--- src/bca_cfg.svh ---
/*
 * Offsets, field positions, reset values, opcode fields and cycle counts
 * of the branch condition and adder block.
 * Assumes byte addresses on the register bus, one aligned word per register.
 */
`ifndef BCA_CFG_SVH
`define BCA_CFG_SVH

// ************************************************************
// register offsets (byte addresses)
// ************************************************************
`define BCA_OFS_OPND    4'h0
`define BCA_OFS_FLAG    4'h4
`define BCA_OFS_CMD     4'h8
`define BCA_OFS_STAT    4'hC

// ************************************************************
// field positions and reset values
// ************************************************************
`define BCA_STAT_BUSY   0
`define BCA_STAT_TAKEN  1
`define BCA_STAT_BAD    2
`define BCA_STAT_JMP    3
`define BCA_OPND_RST    8'h00
`define BCA_FLAG_RST    6'h00
`define BCA_CMD_RST     8'h00

// ************************************************************
// opcode fields
// ************************************************************
`define BCA_HI_ADD      4'h0
`define BCA_HI_ADC      4'h1
`define BCA_LO_RR       4'h2
`define BCA_LO_IMM      4'h6
`define BCA_LO_REL      4'hB
`define BCA_LO_DIR      4'hD

// ************************************************************
// condition codes
// ************************************************************
`define BCA_CC_NEVER            4'h0
`define BCA_CC_SIGNED_BELOW     4'h1
`define BCA_CC_SIGNED_AT_MOST   4'h2
`define BCA_CC_UNSIGNED_AT_MOST 4'h3
`define BCA_CC_SIGNED_WRAP      4'h4
`define BCA_CC_NEGATIVE         4'h5
`define BCA_CC_OPERANDS_MATCH   4'h6
`define BCA_CC_UNSIGNED_BELOW   4'h7
`define BCA_CC_ALWAYS           4'h8
`define BCA_CC_SIGNED_AT_LEAST  4'h9
`define BCA_CC_SIGNED_ABOVE     4'hA
`define BCA_CC_UNSIGNED_ABOVE   4'hB
`define BCA_CC_NO_SIGNED_WRAP   4'hC
`define BCA_CC_POSITIVE         4'hD
`define BCA_CC_MISMATCH         4'hE
`define BCA_CC_UNSIGNED_AT_LEAST 4'hF

// ************************************************************
// instruction lengths in clock cycles
// ************************************************************
`define BCA_CYC_SHORT   4
`define BCA_CYC_LONG    6
`define BCA_CYC_JMP     4
`define BCA_CYC_BAD     1

`endif

--- src/bca_pkg.sv ---
/*
 * Types shared by the branch condition and adder block.
 * Assumes nothing of its surroundings.
 */
package bca_pkg;

    typedef logic [3:0] bca_cc_t;

    // bit 0 is carry, bit 5 is half carry
    typedef struct packed {
        logic h;
        logic d;
        logic v;
        logic s;
        logic z;
        logic c;
    } bca_flags_s;

    typedef struct packed {
        logic [7:0] res;
        bca_flags_s flg;
    } bca_sum_s;

    typedef enum logic [1:0] {
        BCA_OP_ADD,
        BCA_OP_ADC,
        BCA_OP_JMP,
        BCA_OP_BAD
    } bca_op_e;

endpackage : bca_pkg

--- src/bca_core.sv ---
/*
 * Branch condition and 8-bit adder with an Avalon-MM register slave.
 * Assumes one synchronous clock and a master that holds each request
 * until waitrequest is seen low.
 */
// What this block does
// - jump taken only when condition field true
// - conditions use only carry, zero, sign, overflow
// - codes 6/E test zero set/clear
// - codes 7/F test carry set/clear
// - codes 9/1/A/2 signed compare via s xor v
// - code B carry and zero clear; 3 either
// - add with carry writes dst, keeps src
// - carry chains into next higher byte add
// - plain add writes dst, no carry in
// - carry set on carry out of bit 7
// - zero set when result is zero
// - sign follows result bit 7
// - overflow: same-sign operands, opposite-sign result
// - add with carry: half carry from bit 3
// - plain add: half carry from low nibble
`timescale 1ns/1ps
`include "bca_cfg.svh"

module bca_core (
    input  wire logic                clk,
    input  wire logic                rst_b,
    input  wire logic [3:0]          avs_address,
    input  wire logic                avs_read,
    input  wire logic                avs_write,
    input  wire logic [31:0]         avs_writedata,
    input  wire logic [3:0]          avs_byteenable,
    output logic [31:0]              avs_readdata,
    output logic                     avs_waitrequest,
    output bca_pkg::bca_flags_s      flagsOut,
    output logic                     jumpTaken,
    output logic                     execBusy
);

    // ************************************************************
    // functions
    // ************************************************************
    function automatic bca_pkg::bca_op_e opClass(input logic [7:0] op);
        logic hiAdd;
        logic hiAdc;
        logic loArith;
        hiAdd   = op[7:4] == `BCA_HI_ADD;
        hiAdc   = op[7:4] == `BCA_HI_ADC;
        loArith = (op[3:0] >= `BCA_LO_RR) && (op[3:0] <= `BCA_LO_IMM);
        if (hiAdd && loArith) begin
            return bca_pkg::BCA_OP_ADD;
        end else if (hiAdc && loArith) begin
            return bca_pkg::BCA_OP_ADC;
        end else if (op[3:0] == `BCA_LO_REL || op[3:0] == `BCA_LO_DIR) begin
            return bca_pkg::BCA_OP_JMP;
        end else begin
            return bca_pkg::BCA_OP_BAD;
        end
    endfunction : opClass

    // cycles still to wait after the accepting edge
    function automatic logic [2:0] cycLeft(input logic [3:0] lo,
                                           input bca_pkg::bca_op_e cls);
        case (cls)
            bca_pkg::BCA_OP_ADD,
            bca_pkg::BCA_OP_ADC: begin
                if (lo == `BCA_LO_RR) begin
                    return 3'(`BCA_CYC_SHORT - 1);
                end else begin
                    return 3'(`BCA_CYC_LONG - 1);
                end
            end
            bca_pkg::BCA_OP_JMP: return 3'(`BCA_CYC_JMP - 1);
            default:             return 3'(`BCA_CYC_BAD - 1);
        endcase
    endfunction : cycLeft

    function automatic bca_pkg::bca_sum_s add8(input logic [7:0] a,
                                               input logic [7:0] b,
                                               input logic       cin);
        logic [8:0]        full;
        logic [4:0]        low;
        bca_pkg::bca_sum_s r;
        full    = {1'b0, a} + {1'b0, b} + {8'h00, cin};
        low     = {1'b0, a[3:0]} + {1'b0, b[3:0]} + {4'h0, cin};
        r.res   = full[7:0];
        r.flg.c = full[8];
        r.flg.z = full[7:0] == 8'h00;
        r.flg.s = full[7];
        r.flg.v = (a[7] == b[7]) && (full[7] != a[7]);
        r.flg.d = 1'b0;
        r.flg.h = low[4];
        return r;
    endfunction : add8

    // ************************************************************
    // storage
    // ************************************************************
    logic [7:0]          dst_ff;
    logic [7:0]          src_ff;
    bca_pkg::bca_flags_s flags_ff;
    logic [7:0]          opcode_ff;
    logic                taken_ff;
    logic                bad_ff;
    logic                jmp_ff;
    logic [2:0]          cnt_ff;
    logic                rdPend_ff;
    logic [31:0]         rdData_ff;

    // ************************************************************
    // bus decode
    // ************************************************************
    wire hitOpnd = avs_address == `BCA_OFS_OPND;
    wire hitFlag = avs_address == `BCA_OFS_FLAG;
    wire hitCmd  = avs_address == `BCA_OFS_CMD;
    wire hitStat = avs_address == `BCA_OFS_STAT;
    wire busy    = cnt_ff != 3'h0;
    wire wrTake  = avs_write & ~busy;
    // reads always take at least one wait cycle so read data comes from a flop
    wire rdStart = avs_read & ~busy & ~rdPend_ff;
    wire cmdGo   = wrTake & hitCmd & avs_byteenable[0];
    wire wrDst   = wrTake & hitOpnd & avs_byteenable[0];
    wire wrSrc   = wrTake & hitOpnd & avs_byteenable[1];
    wire wrFlag  = wrTake & hitFlag & avs_byteenable[0];

    assign avs_waitrequest = busy | (avs_read & ~rdPend_ff);
    assign avs_readdata    = rdData_ff;
    assign flagsOut        = flags_ff;
    assign jumpTaken       = taken_ff;
    assign execBusy        = busy;

    // ************************************************************
    // execution
    // ************************************************************
    wire bca_pkg::bca_op_e  opNow  = opClass(avs_writedata[7:0]);
    wire bca_pkg::bca_cc_t  ccNow  = avs_writedata[7:4];
    wire                    isAdc  = opNow == bca_pkg::BCA_OP_ADC;
    wire                    execAdd = cmdGo & (isAdc | (opNow == bca_pkg::BCA_OP_ADD));
    wire                    execJmp = cmdGo & (opNow == bca_pkg::BCA_OP_JMP);
    // carry-in only for add with carry; it is the stored carry, so bytes chain
    wire                    cinNow = isAdc & flags_ff.c;
    wire bca_pkg::bca_sum_s sumNow = add8(dst_ff, src_ff, cinNow);
    wire                    condTrue;

    bca_cond_eval u_cond (
        .branchConditionField (ccNow),
        .flags                (flags_ff),
        .condTrue             (condTrue)
    );

    // ************************************************************
    // next values
    // ************************************************************
    wire [7:0] nxt_dst = execAdd ? sumNow.res :
                         wrDst ? avs_writedata[7:0] : dst_ff;
    // source is never written by an add
    wire [7:0] nxt_src = wrSrc ? avs_writedata[15:8] : src_ff;
    wire bca_pkg::bca_flags_s nxt_flags =
        execAdd ? sumNow.flg :
        wrFlag  ? bca_pkg::bca_flags_s'(avs_writedata[5:0]) : flags_ff;
    wire [7:0] nxt_opcode = cmdGo ? avs_writedata[7:0] : opcode_ff;
    wire       nxt_taken  = execJmp ? condTrue :
                            cmdGo ? 1'b0 : taken_ff;
    wire       nxt_bad    = cmdGo ? (opNow == bca_pkg::BCA_OP_BAD) : bad_ff;
    wire       nxt_jmp    = cmdGo ? (opNow == bca_pkg::BCA_OP_JMP) : jmp_ff;
    wire [2:0] nxt_cnt    = cmdGo ? cycLeft(avs_writedata[3:0], opNow) :
                            busy ? cnt_ff - 3'h1 : cnt_ff;
    wire [31:0] rdMux =
        hitOpnd ? 32'({src_ff, dst_ff}) :
        hitFlag ? 32'(flags_ff) :
        hitCmd  ? 32'(opcode_ff) :
        hitStat ? 32'({jmp_ff, bad_ff, taken_ff, busy}) : 32'h0000_0000;
    wire [31:0] nxt_rdData = rdStart ? rdMux : rdData_ff;

    // ************************************************************
    // registers
    // ************************************************************
    always_ff @(posedge clk) begin
        if (!rst_b) begin
            dst_ff    <= `BCA_OPND_RST;
            src_ff    <= `BCA_OPND_RST;
            flags_ff  <= `BCA_FLAG_RST;
            opcode_ff <= `BCA_CMD_RST;
        end else begin
            dst_ff    <= nxt_dst;
            src_ff    <= nxt_src;
            flags_ff  <= nxt_flags;
            opcode_ff <= nxt_opcode;
        end
    end

    always_ff @(posedge clk) begin
        if (!rst_b) begin
            taken_ff  <= 1'b0;
            bad_ff    <= 1'b0;
            jmp_ff    <= 1'b0;
            cnt_ff    <= 3'h0;
            rdPend_ff <= 1'b0;
            rdData_ff <= 32'h0000_0000;
        end else begin
            taken_ff  <= nxt_taken;
            bad_ff    <= nxt_bad;
            jmp_ff    <= nxt_jmp;
            cnt_ff    <= nxt_cnt;
            rdPend_ff <= rdStart;
            rdData_ff <= nxt_rdData;
        end
    end

    // ************************************************************
    // checks
    // ************************************************************
    wire [8:0] sumRef  = {1'b0, dst_ff} + {1'b0, src_ff} + {8'h00, cinNow};
    wire [4:0] nibRef  = {1'b0, dst_ff[3:0]} + {1'b0, src_ff[3:0]} + {4'h0, cinNow};
    wire       halfRef = nibRef[4];
    wire       rrForm  = avs_writedata[3:0] == `BCA_LO_RR;

    sum_carry_a:
    assert property (@(posedge clk) disable iff (!rst_b)
        execAdd |=> {flags_ff.c, dst_ff} == $past(sumRef))
        else $error("sum or carry wrong after add");

    src_kept_a:
    assert property (@(posedge clk) disable iff (!rst_b)
        execAdd |=> src_ff == $past(src_ff))
        else $error("source changed by add");

    zero_flag_a:
    assert property (@(posedge clk) disable iff (!rst_b)
        execAdd |=> flags_ff.z == (dst_ff == 8'h00))
        else $error("zero flag wrong after add");

    sign_flag_a:
    assert property (@(posedge clk) disable iff (!rst_b)
        execAdd |=> flags_ff.s == dst_ff[7])
        else $error("sign flag wrong after add");

    wrap_flag_a:
    assert property (@(posedge clk) disable iff (!rst_b)
        execAdd |=> flags_ff.v == (($past(dst_ff[7]) == $past(src_ff[7]))
                                   && (dst_ff[7] != $past(dst_ff[7]))))
        else $error("overflow flag wrong after add");

    decimal_clear_a:
    assert property (@(posedge clk) disable iff (!rst_b)
        execAdd |=> !flags_ff.d)
        else $error("decimal flag not cleared");

    half_carry_a:
    assert property (@(posedge clk) disable iff (!rst_b)
        execAdd |=> flags_ff.h == $past(halfRef))
        else $error("half carry wrong after add");

    plain_nocarry_a:
    assert property (@(posedge clk) disable iff (!rst_b)
        execAdd && !isAdc |=> dst_ff == $past(dst_ff) + $past(src_ff))
        else $error("plain add used carry in");

    plain_half_a:
    assert property (@(posedge clk) disable iff (!rst_b)
        execAdd && !isAdc |=> flags_ff.h ==
            (({1'b0, $past(dst_ff[3:0])} + {1'b0, $past(src_ff[3:0])}) > 5'h0F))
        else $error("plain add half carry wrong");

    short_cycles_a:
    assert property (@(posedge clk) disable iff (!rst_b)
        execAdd && rrForm |=> avs_waitrequest [*3] ##1 !busy)
        else $error("register form not four cycles");

    zero_cond_a:
    assert property (@(posedge clk) disable iff (!rst_b)
        execJmp && ccNow == `BCA_CC_OPERANDS_MATCH |=> jumpTaken == flags_ff.z)
        else $error("zero condition wrong");

    carry_cond_a:
    assert property (@(posedge clk) disable iff (!rst_b)
        execJmp && ccNow == `BCA_CC_UNSIGNED_AT_LEAST |=> jumpTaken == !flags_ff.c)
        else $error("no-carry condition wrong");

    signed_cond_a:
    assert property (@(posedge clk) disable iff (!rst_b)
        execJmp && ccNow == `BCA_CC_SIGNED_ABOVE
        |=> jumpTaken == !(flags_ff.z | (flags_ff.s ^ flags_ff.v)))
        else $error("signed above condition wrong");

    unsigned_cond_a:
    assert property (@(posedge clk) disable iff (!rst_b)
        execJmp && ccNow == `BCA_CC_UNSIGNED_ABOVE
        |=> jumpTaken == (!flags_ff.c && !flags_ff.z))
        else $error("unsigned above condition wrong");

    never_cond_a:
    assert property (@(posedge clk) disable iff (!rst_b)
        execJmp && ccNow == `BCA_CC_NEVER |=> !jumpTaken [*4])
        else $error("never condition jumped");

    read_answer_a:
    assert property (@(posedge clk) disable iff (!rst_b)
        rdStart |=> !avs_waitrequest && avs_readdata == $past(rdMux))
        else $error("read answer late or wrong");

endmodule : bca_core

--- src/bca_cond_eval.sv ---
/*
 * Branch condition evaluator: one 4-bit condition field against the flags.
 * Assumes the flags come from a register on the caller's clock.
 */
`timescale 1ns/1ps
`include "bca_cfg.svh"

module bca_cond_eval (
    input  wire bca_pkg::bca_cc_t    branchConditionField,
    input  wire bca_pkg::bca_flags_s flags,
    output logic                     condTrue
);

    // only c, z, s and v are looked at
    wire signedLess = flags.s ^ flags.v;

    always_comb begin
        case (branchConditionField)
            `BCA_CC_NEVER:             condTrue = 1'b0;
            `BCA_CC_ALWAYS:            condTrue = 1'b1;
            `BCA_CC_UNSIGNED_BELOW:    condTrue = flags.c;
            `BCA_CC_UNSIGNED_AT_LEAST: condTrue = ~flags.c;
            `BCA_CC_OPERANDS_MATCH:    condTrue = flags.z;
            `BCA_CC_MISMATCH:          condTrue = ~flags.z;
            `BCA_CC_POSITIVE:          condTrue = ~flags.s;
            `BCA_CC_NEGATIVE:          condTrue = flags.s;
            `BCA_CC_SIGNED_WRAP:       condTrue = flags.v;
            `BCA_CC_NO_SIGNED_WRAP:    condTrue = ~flags.v;
            `BCA_CC_SIGNED_AT_LEAST:   condTrue = ~signedLess;
            `BCA_CC_SIGNED_BELOW:      condTrue = signedLess;
            `BCA_CC_SIGNED_ABOVE:      condTrue = ~(flags.z | signedLess);
            `BCA_CC_SIGNED_AT_MOST:    condTrue = flags.z | signedLess;
            `BCA_CC_UNSIGNED_ABOVE:    condTrue = ~flags.c & ~flags.z;
            `BCA_CC_UNSIGNED_AT_MOST:  condTrue = flags.c | flags.z;
            default:                   condTrue = 1'b0;
        endcase
    end

endmodule : bca_cond_eval

--- config.mk ---
export PLATFORM = sky130hd
export DESIGN_NAME = bca_core
export DESIGN_NICKNAME = d
export VERILOG_FILES = /design/src/bca_pkg.sv /design/src/bca_core.sv /design/src/bca_cond_eval.sv
export VERILOG_INCLUDE_DIRS = /design/src
export SDC_FILE = /design/constraint.sdc
export NUM_CORES = 1
export LEC_CHECK = 0
export ABC_AREA = 1
export BUFFER_PORTS_ARGS = -buffer_cell sky130_fd_sc_hd__buf_2
export CORE_MARGIN = 2
export CORE_UTILIZATION = 53
export CTS_CLUSTER_SIZE = 40
export DETAILED_ROUTE_END_ITERATION = 8
export GPL_ROUTABILITY_DRIVEN = 0
export GPL_TIMING_DRIVEN = 0
export PLACE_DENSITY_LB_ADDON = 0.15
export SETUP_SLACK_MARGIN = 0.05
export SLEW_MARGIN = 20
export SYNTH_ARGS = -nofsm -noshare
export SYNTH_HDL_FRONTEND = slang
export SYNTH_SLANG_ARGS = --single-unit
--- constraint.sdc ---
create_clock -name clk -period 3.16 [get_ports clk]
set_input_delay 0.632 -clock clk [delete_from_list [all_inputs] [get_ports clk]]
set_output_delay 0.632 -clock clk [all_outputs]
set_load 0.02 [all_outputs]
==> Yosys cells after proc, flatten, opt, wreduce, memory -nomap -nowiden <==
Cells that the tools add are included.
{ "totals": {"regBits": 69, "latch_bits": 0, "ram_bits": 0, "rom_bits": 0, "inputBits": 44, "output_inout_bits": 41, "wordCells": 111, "memories": 0} }
{ "op_classes": {"addsub": 5, "n_mul": 0, "n_div": 0, "order_cmp": 2, "eq_ne": 26, "shifts": 0, "n_mux": 18, "bitwise_logic": 29, "reduce_logical": 16} }
{ "op_table": {"columns": ["operator", "n"], "rows": [
  ["$eq 4x4->1 const B", 12],
  ["$mux 8", 4],
  ["$eq 4x3->1 const B", 5],
  ["$mux 16", 1],
  ["$pmux 1 s16", 1],
  ["$and 1x1->1", 15],
  ["$eq 4x2->1 const B", 3],
  ["$mux 6", 2],
  ["$add 8x8->9", 1],
  ["$add 9x1->9", 1],
  ["$mux 3", 3],
  ["$not 1->1", 9],
  ["$logic_not 4->1", 2],
  ["$logic_not 8->1", 1],
  ["$reduce_bool 2->1", 4],
  ["$pmux 3 s2", 1],
  ["$add 4x4->5", 1],
  ["$add 5x1->5", 1],
  ["$eq 2x2->1 const B", 2],
  ["$eq 4x1->1 const B", 1],
  ["$ge 4x2->1 const B", 1],
  ["$le 4x3->1 const B", 1],
  ["$logic_and 1x1->1", 4],
  ["$mux 2", 2],
  ["other kinds (12)", 18]
]} }

==> Longest topological paths before layout <==
Gate-level depths: netlist (run 1).
{ "logic_depth": {"ltp_word": 11, "mapped_depth": 18} }

==> Cells and area by module <==
From an unflattened synthesis (run 1), not the netlist that was laid out.
{ "unflattened": {"cells_unflattened": 480, "hier_area_um2": 3238.1} }
{ "modules_own_cells": {"columns": ["mod", "instances", "cells_each", "area_per_inst_um2", "seq_area_each_um2"], "rows": [
  ["bca_core", 1, 420, 2996.6, 1061.0],
  ["bca_cond_eval", 1, 60, 241.5, 0.0]
]} }

==> Worst setup path before layout (run 1) <==
Ideal clock, no wire load.
{ "synth_timing": {"kind": "input port to flip-flop", "from": "input avs_writedata[4]", "to": "register flags_ff (netlist bit flagsOut[1])", "t_arrival_ns": 2.574, "required_ns": 3.090, "slack_ns": 0.515, "cell_stages": 14, "cell_sequence": "inv_1 > nor2_1 > nand3_1 > nor3_1 > fa_1 > inv_1 > fa_1 > inv_1 > or2_2 > nor2_1 > nand3_1 > nor2_1 > nand3_1 > a21oi_1"} }
{ "synth_between": {"elab_chain_len": 9, "word_cells_on_any_way": 15} }
{ "synth_lines": {"columns": ["element", "line_no", "rtl"], "rows": [
  ["start: declaration", "bca_core.sv:31", "input wire logic [31:0] avs_writedata,"],
  ["$eq 4x1->1", null, null],
  ["$logic_and 1x1->1", "bca_core.sv:52", "end else if (hiAdc && loArith) begin"],
  ["$mux 2", "bca_core.sv:52", null],
  ["$mux 2 (*)", "bca_core.sv:50", "if (hiAdd && loArith) begin"],
  ["$eq 2x1->1", "bca_core.sv:137", "wire isAdc = opNow == bca_pkg::BCA_OP_ADC;"],
  ["$and 1x1->1", "bca_core.sv:141", "wire cinNow = isAdc & flags_ff.c;"],
  ["$add 9x1->9", null, null],
  ["$logic_not 8->1", "bca_core.sv:88", "r.flg.z = full[7:0] == 8'h00;"],
  ["$mux 6", "bca_core.sv:159", "execAdd ? sumNow.flg :"],
  ["end signal: assignment", "bca_core.sv:182", "flags_ff <= `BCA_FLAG_RST;"],
  ["end signal: assignment", "bca_core.sv:187", "flags_ff <= nxt_flags;"],
  ["end: declaration", "bca_core.sv:101", "bca_pkg::bca_flags_s flags_ff;"]
]} }
Mark *: on every way between the ends. The rest lies on a longest branch, timed or not.
A chain may end at the register's enable or synchronous reset.

==> Worst setup path after layout (run 1) <==
Same ends and word-level chain as after synthesis.

==> impl_results.md, run 1 <==
- Status: complete, no violations
- Netlist Area Pre-Place: ~3100 µm²
- Hold Vio Cnt, Final: 0
- CP Class: in -> reg
- Clock root cell: clkbuf_8
- Worst slew pin tran: between 0.6 and 0.7 ns
- Grt total ovfl: 0
- Initial core utilization: 55.85%
- # DRC: 0
- YS warnings: 0
- Maximum fanout along the worst path: 6
- Crit. End Element: flip-flop
- DRT Pass-1 Iters: 5
- Max VDD drop: 277.7 µV
- Most used DFF post-synth: dfxtp_1
- Max-slew violations: 0
- Post-synthesis register bit count: 53
- Fin crit period: 2.803 ns
- R2r setup slk: 0.71 ns
- Cell with the most instances after synthesis: nand2_1
- ANT cells: 0
- Max-capacitance violation count: 0
- Worst EP required: 3.39 ns
- Hold_ws: between 0.4 and 0.5 ns
- Unique masters post-synth: 40
- Vias in the first global route: 2989
- PnR worst setup slack: between 0.3 and 0.4 ns
- Via count: 3218
- Initial antenna violation count: 0
- Final setup violation count: 0
- # IOs: 85
- Final period utilization: between 80% and 90%
- RSZ-0062 raised after global routing: no
- Syn Inst Count: between 400 and 500
- Post-synth EDFFs: 0
- Worst path max stage delay: around 0.47 ns
- Crit path DAT: 3.03 ns
- FFs w/ async S/R, synth: 0%
- Top cell type's share of synthesized area: approximately 34%
- Leak Pwr: 0.001789 µW
- Worst Skew: 0.008256 ns
- Die area: 6540 µm²
- Tot GR Track Use: between 20% and 30%
- Routed vias/inst: between 5 and 6
- Layout overhead on the synthesized area: 15.86%
- Pwr Total: 1651 µW
- Largest net degree at the start of global routing: 20
- WL/cell: between 10 and 15 µm
- Hold_buf cts: 0
- Top cells by count, synth: nand2_1, dfxtp_1, nand3_1
- CP Cell Sequence: buf_2 -> inv_1 -> nor2_1 -> nand3_1 -> nor3_2 -> fa_1 -> inv_1 -> fa_1 -> inv_1 -> or2_2 -> nor2_1 -> nand3_1 -> nor2_1 -> nand3_1 -> a21oi_1
- Avg Cell Area, Syn: 6.793 µm²
- Critical path launch point type: input pin
- Routed WL: 8575 µm
- Final instance area: 3628 µm²
- Clk_lat worst skew: just over 0.3 ns
- Layout cells sized above 1: 18.73%
- Die Ht: 80.87 µm
- Wire length of the first global-routing pass: 13830 µm
- Sink Count: between 50 and 60
- Fmax: 356.8 MHz
- Clock tree from TritonCTS: yes
- Synth top area cells: dfxtp_1, nand2_1, nand3_1
- Max_slew headroom: 59.77%
- # rows: 27
- Pre-CTS setup slack: -0.02948 ns
- TritonCTS Buffers: 5
- Port Buffers: 50
- Critical path's slowest cell: fa_1
- Type of the worst min-delay path: reg -> reg
- Register area share after synthesis: between 30% and 40%
- H-tree levels: 2
- Clock Path Buffers: 2
- Drt initial violations: 319
- Clk slew on worst S/H paths: 0.11 ns
- Die X: 80.87 µm
- Pwr Density: between 400 and 500 nW/µm²
- Hpwl dp: 6751 µm
- Largest area contributor in the netlist: dfxtp_1
- Core area: 5608 µm²
- Final #Nets: 588
- Fin util: 64.70%
- Cell Area, Placed: 3528 µm²
- ANT nets after route: 0
-- stage by stage --
| step | setup TNS, ns | cells |
|---|---|---|
| after global routing | 0 | 606 |
| after detailed placement | -0.02948 | 598 |
| final | 0 | 606 |
| after floorplan | 0 | 476 |
| after CTS | 0 | 606 |
| after global placement | -0.01530 | 598 |
-- power breakdown --
part	internal, µW	total (µW)	leakage (µW)	switching, µW
Combinational	157	480	0.00131	323
Sequential	725	761	0.000429	36.2
Clock	165	410	0.0000495	244
Total	1050	1650	0.00179	604
-- worst max-delay path: cells and delay by family --
family	cells	cell delay, ns
buf+inv	4	0.34
simple gates	8	1.17
fa+ha+maj	2	0.74
compound gates	1	0.15
-- kinds of logic (layout without fill, tap and decap cells) --
kind of cell    count (synthesis)  in the layout  synth area share [%]
buf+inv                        80            138                 11.99
fa+ha+maj                      11             11                 4.874
flops                          53             53                 33.88
xor+xnor                        4              4                 1.119
other cells                     1             16                0.1197
simple gates                  225            225                 32.24
compound gates                 87             87                 15.78
-- area by class of cell --
cell class                      count  area (µm²)
Tap cell                           72       90.09
Timing Repair Buffer               50       250.2
Clock buffer                        5       68.82
Sequential cell                    53        1061
Multi-Input combinational cell    343        1757
Buffer                             27       176.4
Inverter                           53       198.9
Clock inverter                      3       26.28
Fill cell                         553        1979
-- path summary, 6_finish.rpt --
kind                     from            to  depth (start not counted)
max          avs_writedata[4]   flagsOut[1]                         15
min              opcode_ff[7]  opcode_ff[7]                          2
max reg2reg       flagsOut[0]   flagsOut[1]                         12
min reg2reg      opcode_ff[7]  opcode_ff[7]                          2
-- repair_timing --
| item | in CTS | in global routing |
|---|---|---|
| buffers inserted | 0 | 0 |
| setup endpoints to repair | 0 | 1 |
| resized for setup | 0 | 1 |
-- placed cells by master, fill, tap and decap left out, types with 2 or more instances in the layout --
master,synthesis,layout
nand2_1,110,110
dfxtp_1,53,53
buf_2,0,50
nand3_1,47,47
nor2_1,46,46
inv_1,45,45
o21ai_0,31,31
a21oi_1,30,30
buf_4,18,18
conb_1,1,16
ha_1,9,9
clkbuf_1,8,8
inv_2,6,6
o21ai_1,5,5
a31oi_1,5,5
clkbuf_8,0,5
nand4_1,4,4
a211oi_1,4,4
nand3b_1,3,3
inv_6,0,3
nor3_2,1,2
nand2_2,2,2
nor2_8,2,2
nand2_4,2,2
xor2_1,2,2
or2_2,2,2
xnor2_1,2,2
clkinv_1,2,2
nor3_1,3,2
a41oi_1,2,2
a21oi_2,2,2
o21ai_2,2,2
fa_1,2,2
-- flip-flops by register name (all words and copies together), names as in the netlist --
name / flops
rdPend_ff: 1
bad_ff: 1
jmp_ff: 1
jumpTaken: 1
cnt_ff: 3
avs_readdata: 16
flagsOut: 6
opcode_ff: 8
dst_ff: 8
src_ff: 8
-- per-layer routing --
metal / track usage (%) / wire length [µm] / part of all wire [%]
met5: 0 / 0 / 0
met4: 11.86 / 223 / 2.6
met3: 4.111 / 600 / 7.0
met2: 45.21 / 4094 / 48
met1: 35.77 / 3657 / 43
(Power assumes the default switching activity.)
==> inputs of run 2 (changes only) <==
--- a/config.mk
+++ b/config.mk
@@ -8,6 +8,7 @@
 export LEC_CHECK = 0
 export ABC_AREA = 1
 export BUFFER_PORTS_ARGS = -buffer_cell sky130_fd_sc_hd__buf_2
+export CORE_ASPECT_RATIO = 0.9
 export CORE_MARGIN = 2
 export CORE_UTILIZATION = 53
 export CTS_CLUSTER_SIZE = 40
@@ -16,7 +17,7 @@
 export GPL_TIMING_DRIVEN = 0
 export PLACE_DENSITY_LB_ADDON = 0.15
 export SETUP_SLACK_MARGIN = 0.05
-export SLEW_MARGIN = 20
+export SLEW_MARGIN = 25
 export SYNTH_ARGS = -nofsm -noshare
 export SYNTH_HDL_FRONTEND = slang
 export SYNTH_SLANG_ARGS = --single-unit
==> run 2 against run 1 <==
  * Utilization down 1.1 points
  * Largest power group unchanged
  * Die area about the same
  * Final area down 0.24%
  * Register-to-register slack worse by 0.06 ns
  * Highest routed layer unchanged
  * Critical path type unchanged
  * Sequential cell count unchanged
  * Critical endpoint unchanged
==> impl_results.md, run 2 (synthesized netlist as in run 1, its figures left out) <==
- Routed WL: 8362 µm (-2.5%)
- Worst path max stage delay: 0.47 ns (about the same)
- Post-CTS setup repair buffer count: 0 (unchanged)
- # IOs: 85 (unchanged)
- Max_slew headroom: 58.73% (-1.0 points)
- Clock Path Buffers: 2 (unchanged)
- Met3 GRT Util: 4.521% (+0.41 points)
- ANT cells: 0 (unchanged)
- Final #Nets: 588 (unchanged)
- Worst Skew: 0.01159 ns (+0.003330 ns)
- Clock root cell: clkbuf_8
- Port Buffers: 50 (unchanged)
- Critical path launch point type: input pin
- # DRC: 0 (unchanged)
- RSZ-0062 raised after global routing: no
- Hpwl dp: 6643 µm (-1.6%)
- Type of the worst min-delay path: reg -> reg
- Core area: 5693 µm² (+1.5%)
- Clk_lat worst skew: 0.32 ns (about the same)
- Layout cells sized above 1: 18.54% (-0.19 points)
- Tot GR Track Use: 25.99% (-1.5 points)
- Status: complete, no violations
- Max-capacitance violation count: 0 (unchanged)
- Fin crit period: 2.855 ns (+0.05177 ns)
- CP Class: in -> reg
- Maximum fanout along the worst path: 6 (unchanged)
- CP delay by family, top: simple AND/OR/NAND/NOR gates
- Commonest non-fill, non-tap cell in the layout: nand2_1
- Largest register FFs: 16 (unchanged)
- Largest net degree at the start of global routing: 19 (-5.0%)
- Die X: 85.03 µm (+5.1%)
- Met2 Resource Use GR: 42.27% (-2.9 points)
- Final setup violation count: 0 (unchanged)
- Critical path's slowest cell: fa_1
- Layout overhead on the synthesized area: 15.58%
- ANT nets after route: 0 (unchanged)
- Leak Pwr: 0.001784 µW (-0.27%)
- Routed vias/inst: 5.303 (-0.14%)
- Drt initial violations: 245 (-23%)
- Most frequent cells in the layout: nand2_1, dfxtp_1, buf_2
- Met1 Resource Use GR: 34.79% (-0.99 points)
- Worst slew pin tran: 0.6191 ns (+0.01560 ns)
- TritonCTS Buffers: 5 (unchanged)
- Hold_buf cts: 0 (unchanged)
- Initial antenna violation count: 0 (unchanged)
- Clk slew on worst S/H paths: 0.11 ns (about the same)
- Grt total ovfl: 0 (unchanged)
- Clock tree from TritonCTS: yes
- Hold Vio Cnt, Final: 0 (unchanged)
- Crit path DAT: 3.10 ns (+0.07 ns)
- Buf/Inv on CP: 4 (unchanged)
- Fmax: 350.3 MHz (-1.8%)
- Max-slew violations: 0 (unchanged)
- PnR worst setup slack: 0.3055 ns (-0.05177 ns)
- DP Cell Count: 596 (-0.33%)
- CP Cell Sequence: buf_2 -> inv_1 -> nor2_1 -> nand3_1 -> nor3_1 -> fa_1 -> inv_1 -> fa_1 -> inv_1 -> or2_2 -> nor2_1 -> nand3_1 -> nor2_1 -> nand3_1 -> a21oi_1
- # fillers: 561 (+1.4%)
- Vias in the first global route: 2868 (-4.0%)
- Max VDD drop: 369.2 µV (+33%)
- Die Ht: 76.93 µm (-4.9%)
- Pre-CTS setup slack: -0.003431 ns (+0.02604 ns)
- GRT busiest layer: met2
- Initial core utilization: 55.01% (-0.83 points)
- Number of gates resized after cts: 0 (unchanged)
- Final period utilization: 90.33% (+1.6 points)
- Pwr Density: 454.1 nW/µm² (-0.17%)
- Via count: 3203 (-0.47%)
- H-tree levels: 2 (unchanged)
- Layout Cells excl Fill: 604 (-0.33%)
- DRT Pass-1 Iters: 4 (-1)
- WL/cell: 13.84 µm (-2.2%)
- # rows: 26 (-3.7%)
- Crit. End Element: flip-flop
- Die area: 6541 µm² (about the same)
- Sink Count: 53 (unchanged)
- Worst EP required: 3.40 ns (about the same)
- Wire length of the first global-routing pass: 13460 µm (-2.6%)
-- run 2: cell count changes in the layout (fill, tap and decap cells not counted), sizes merged --
cell,delta
clkinv,+1
clkinvlp,+1
inv,-2
-- run 2: tightest hold or removal path, delay by kind of cell, from the launching register on --
kind / cells / cell delay (ns)
flops: 1 / 0.32
simple gates: 1 / 0.06
compound gates: 1 / 0.05
-- run 2: area by class of cell --
| cell class | count | area, µm² | area share, % |
|---|---|---|---|
| buffer | 27 | 176.4 | 4.874 |
| inverter | 53 | 198.9 | 5.496 |
| sequential | 53 | 1061 | 29.31 |
| clock inverter | 3 | 25.02 | 0.6913 |
| tap | 70 | 87.58 | 2.420 |
| timing repair buffer | 50 | 250.2 | 6.913 |
| clock buffer | 5 | 68.82 | 1.901 |
| multi-input combinational | 343 | 1752 | 48.39 |
-- run 2: report_power, final --
part | total, µW | switching [µW] | internal, µW
registers | 760 | 35.0 | 725
logic | 470 | 314 | 156
clock network | 414 | 253 | 161
-- run 2: metrics by stage --
step,setup TNS [ns],hold slack [ns],util [%],cell area (µm²),power [µW]
2_1_floorplan,0,0.4246,-,3188,1100
3_3_place_gp,-0.01867,0.4525,61.93,3526,1234
3_5_place_dp,-0.003431,0.4544,61.93,3526,1238
4_1_cts,0,0.4709,63.58,3620,1640
5_1_grt,0,0.5023,63.58,3620,1738
6_report,0,0.4689,63.58,3620,1644
-- run 2: worst paths after layout --
kind | startpoint | end | slack [ns] | depth (start not counted)
max reg2reg | flagsOut[0] | flagsOut[1] | 0.65 | 12
min reg2reg | avs_readdata[10] | avs_readdata[10] | 0.47 | 2
max | avs_writedata[4] | flagsOut[1] | 0.31 | 15
min | avs_readdata[10] | avs_readdata[10] | 0.47 | 2
-- run 2: metal layers --
metal | share of wire [%] | up-vias
met5 | 0 | -
met4 | 1.9 | 0
met3 | 7.5 | 14
met2 | 45 | 121
met1 | 45 | 1444
li1 | - | 1624
==> inputs of run 3 (changes only) <==
--- a/config.mk
+++ b/config.mk
@@ -6,7 +6,6 @@
 export SDC_FILE = /design/constraint.sdc
 export NUM_CORES = 1
 export LEC_CHECK = 0
-export ABC_AREA = 1
 export BUFFER_PORTS_ARGS = -buffer_cell sky130_fd_sc_hd__buf_2
 export CORE_ASPECT_RATIO = 0.9
 export CORE_MARGIN = 2
@@ -21,3 +20,4 @@
 export SYNTH_ARGS = -nofsm -noshare
 export SYNTH_HDL_FRONTEND = slang
 export SYNTH_SLANG_ARGS = --single-unit
+export TNS_END_PERCENT = 10
==> run 3 against run 2 <==
  * Utilization fell by 0.21 points
  * Worst hold slack got worse by 0.018 ns
  * Register-to-register slack barely moved
  * Sequential power fell by 3.9%
  * Highest routed layer unchanged
  * Critical endpoint unchanged
==> impl_results.md, run 3 <==
- Maximum fanout along the worst path: 6 (unchanged)
- Post-synthesis register bit count: 53 (unchanged)
- Initial core utilization: 54.51% (-0.50 points)
- # rows: 26 (unchanged)
- CP Class: in -> reg
- Final period utilization: 92.19% (+1.9 points)
- R2R cell count: 10 (-2)
- GRT busiest layer: met2
- Hold path depth: 2 (unchanged)
- Simple-gate share of the synthesized area: 21.94% (-10 points)
- Die X: 84.43 µm (-0.71%)
- Clock Path Buffers: 2 (unchanged)
- Hold Startpoint: avs_readdata[5]
- Top cell type's share of synthesized area: 34.39% (+0.51 points)
- Met2 Resource Use GR: 38.97% (-3.3 points)
- Pre-CTS setup slack: -0.2223 ns (-0.2189 ns)
- Core area: 5660 µm² (-0.57%)
- Leak Pwr: 0.001593 µW (-11%)
- YS warnings: 0 (unchanged)
- Layout cells sized above 1: 23.61% (+5.1 points)
- Synth top area cells: dfxtp_1, a21oi_1, mux2i_1
- Final #Nets: 486 (-17%)
- Layout overhead on the synthesized area: 16.26%
- Die area: 6449 µm² (-1.4%)
- Final setup violation count: 0 (unchanged)
- Worst r2r src: flagsOut[0]
- Type of the worst min-delay path: reg -> reg
- Port Buffers: 45 (-10%)
- Clock tree from TritonCTS: yes
- Wire length of the first global-routing pass: 12740 µm (-5.3%)
- Cell with the most instances after synthesis: dfxtp_1
- TritonCTS Buffers: 5 (unchanged)
- Worst EP required: 3.39 ns (about the same)
- Clk_lat worst skew: 0.31 ns (about the same)
- # fillers: 530 (-5.5%)
- Via count: 2807 (-12%)
- Status: complete, no violations
- Sequential cell area: 1061 µm² (unchanged)
- Largest area contributor in the netlist: dfxtp_1
- Switching Power: 553.7 µW (-8.0%)
- Hold Vio Cnt, Final: 0 (unchanged)
- # IOs: 85 (unchanged)
- Clk slew on worst S/H paths: 0.09 ns (-0.02 ns)
- Synth Area in Adders: 4.947% (+0.073 points)
- ANT cells: 0 (unchanged)
- Routed WL: 7746 µm (-7.4%)
- Most used DFF post-synth: dfxtp_1
- # DRC: 0 (unchanged)
- H-tree levels: 2 (unchanged)
- Vias in the first global route: 2565 (-11%)
- Drt initial violations: 138 (-44%)
- PnR worst setup slack: 0.2469 ns (-0.05853 ns)
- Initial antenna violation count: 0 (unchanged)
- Crit. End Element: flip-flop
- Sw Share: 32.64% (-4.0 points)
- Worst slew pin tran: 0.6236 ns (+0.004455 ns)
- Fmax: 343.3 MHz (-2.0%)
- Int Pwr: 1142 µW (+9.6%)
- Sink Count: 53 (unchanged)
- Mux share of post-synthesis cell area: 8.475% (+8.5 points)
- Pwr Total: 1696 µW (+3.2%)
- Netlist Area Pre-Place: 3085 µm² (-1.5%)
- Fin crit period: 2.913 ns (+0.05853 ns)
- Max-slew violations: 0 (unchanged)
- Met3 GRT Util: 4.767% (+0.25 points)
- Die Ht: 76.39 µm (-0.70%)
- Comb power frac: 28.5% (about the same)
- FFs w/ async S/R, synth: 0% (unchanged)
- Unique masters post-synth: 61 (+53%)
- Critical path launch point type: input pin
- Pwr Density: 472.8 nW/µm² (+4.1%)
- Syn Inst Count: 364 (-21%)
- RSZ-0062 raised after global routing: yes
- Complex-gate fraction of the synthesized area: 18.37% (+2.6 points)
- Avg Cell Area, Syn: 8.477 µm² (+25%)
- Max VDD drop: 336.8 µV (-8.8%)
- Largest net degree at the start of global routing: 16 (-3)
- Register area share after synthesis: 34.39% (+0.51 points)
- Setup TNS: 0 ns (unchanged)
- Hpwl dp: 5947 µm (-10%)
- Clock share of power: 28.4% (+3.2 points)
- Commonest non-fill, non-tap cell in the layout: dfxtp_1
- Seq pwr share: 43.0% (-3.2 points)
- WL/cell: 15.43 µm (+11%)
- Area of the multi-input gates: 1818 µm² (+3.8%)
- Synth Area in XOR/XNOR: 2.839% (+1.7 points)
- Routed vias/inst: 5.592 (+5.4%)
- Hold_buf cts: 0 (unchanged)
- Largest family of logic cells by synthesized area: simple AND/OR/NAND/NOR gates
- DRT Pass-1 Iters: 4 (unchanged)
- Worst Skew: 0.004697 ns (-0.006888 ns)
- Crit path DAT: 3.14 ns (+0.04 ns)
- Max_slew headroom: 58.30% (-0.42 points)
- Top cells by count, synth: dfxtp_1, nand2_1, a21oi_1
- Most frequent cells in the layout: dfxtp_1, buf_2, nand2_1
- Clock root cell: clkbuf_8
- Met1 Resource Use GR: 34.77% (about the same)
- Grt total ovfl: 0 (unchanged)
- Post-synth EDFFs: 0 (unchanged)
- Tot GR Track Use: 24.58% (-1.4 points)
- CP startpoint: avs_writedata[3]
- ANT nets after route: 0 (unchanged)
- Max-capacitance violation count: 0 (unchanged)
- Largest register FFs: 16 (unchanged)
run 3: cell count changes after synthesis, sizes merged, moves of 6 or more:
cell / before / now
inv: 51 / 10
nand2: 114 / 37
nor2b: 0 / 6
mux2: 0 / 9
nor2: 49 / 32
buf: 19 / 26
clkbuf: 8 / 15
o21ai: 38 / 9
mux2i: 0 / 16
nand3: 47 / 15
run 3: layout make-up:
| cell class | instances | share of cell area, % |
|---|---|---|
| buffer | 40 | 6.453 |
| sequential | 53 | 29.58 |
| multi-input combinational | 275 | 50.68 |
| tap | 70 | 2.442 |
| timing repair buffer | 46 | 6.488 |
| clock buffer | 7 | 2.407 |
| clock inverter | 1 | 0.8371 |
| inverter | 10 | 1.116 |
run 3: power by group through the flow:
stage	Sequential (µW)	Combinational (µW)	Clock, µW
final	730	484	482
after floorplan	763	342	0
after detailed placement	746	482	0
after global routing	738	537	516
after CTS	730	484	484
after global placement	745	475	0
run 3: path summary, 6_finish.rpt:
path	slack (ns)	endpoint
max reg2reg	0.65	flagsOut[1]
max	0.25	flagsOut[1]
min	0.45	avs_readdata[5]
min reg2reg	0.45	avs_readdata[5]
run 3: what timing repair did:
action                                  in CTS  in global routing
gates resized for setup                      0                  2
setup buffers                                0                  1
endpoints found under the setup margin       0                  3
run 3: cells by family (layout without fill, tap and decap cells):
kind of cell / after synthesis / in the layout
flops: 53 / 53
buf+inv: 51 / 104
compound gates: 85 / 85
fa+ha+maj: 11 / 11
other cells: 1 / 16
xor+xnor: 10 / 10
simple gates: 128 / 128
mux: 25 / 25
run 3: routing by layer:
layer	wire [µm]	vias to the layer above
met1	3593	1304
met5	0	-
met4	72	0
met3	571	7
li1	-	1399
met2	3509	97
run 3: per-stage QoR:
stage / cells / util [%] / hold slack, ns / cell area, µm²
2_1_floorplan: 379 / - / 0.4338 / 3142
5_1_grt: 502 / 63.37 / 0.4741 / 3587
4_1_cts: 502 / 63.09 / 0.4554 / 3571
6_report: 502 / 63.37 / 0.4508 / 3587
3_3_place_gp: 494 / 61.03 / 0.4391 / 3455
3_5_place_dp: 494 / 61.03 / 0.4427 / 3455
run 3: worst max-delay path: stages:
cell	delay [ns]
buf_2	0.16
nor4_4	0.35
o2111ai_1	0.17
nor2b_1	0.20
fa_1	0.23
inv_1	0.06
fa_1	0.39
nand2b_1	0.19
a21oi_1	0.24
xnor2_1	0.19
nand4_1	0.14
o31ai_1	0.19
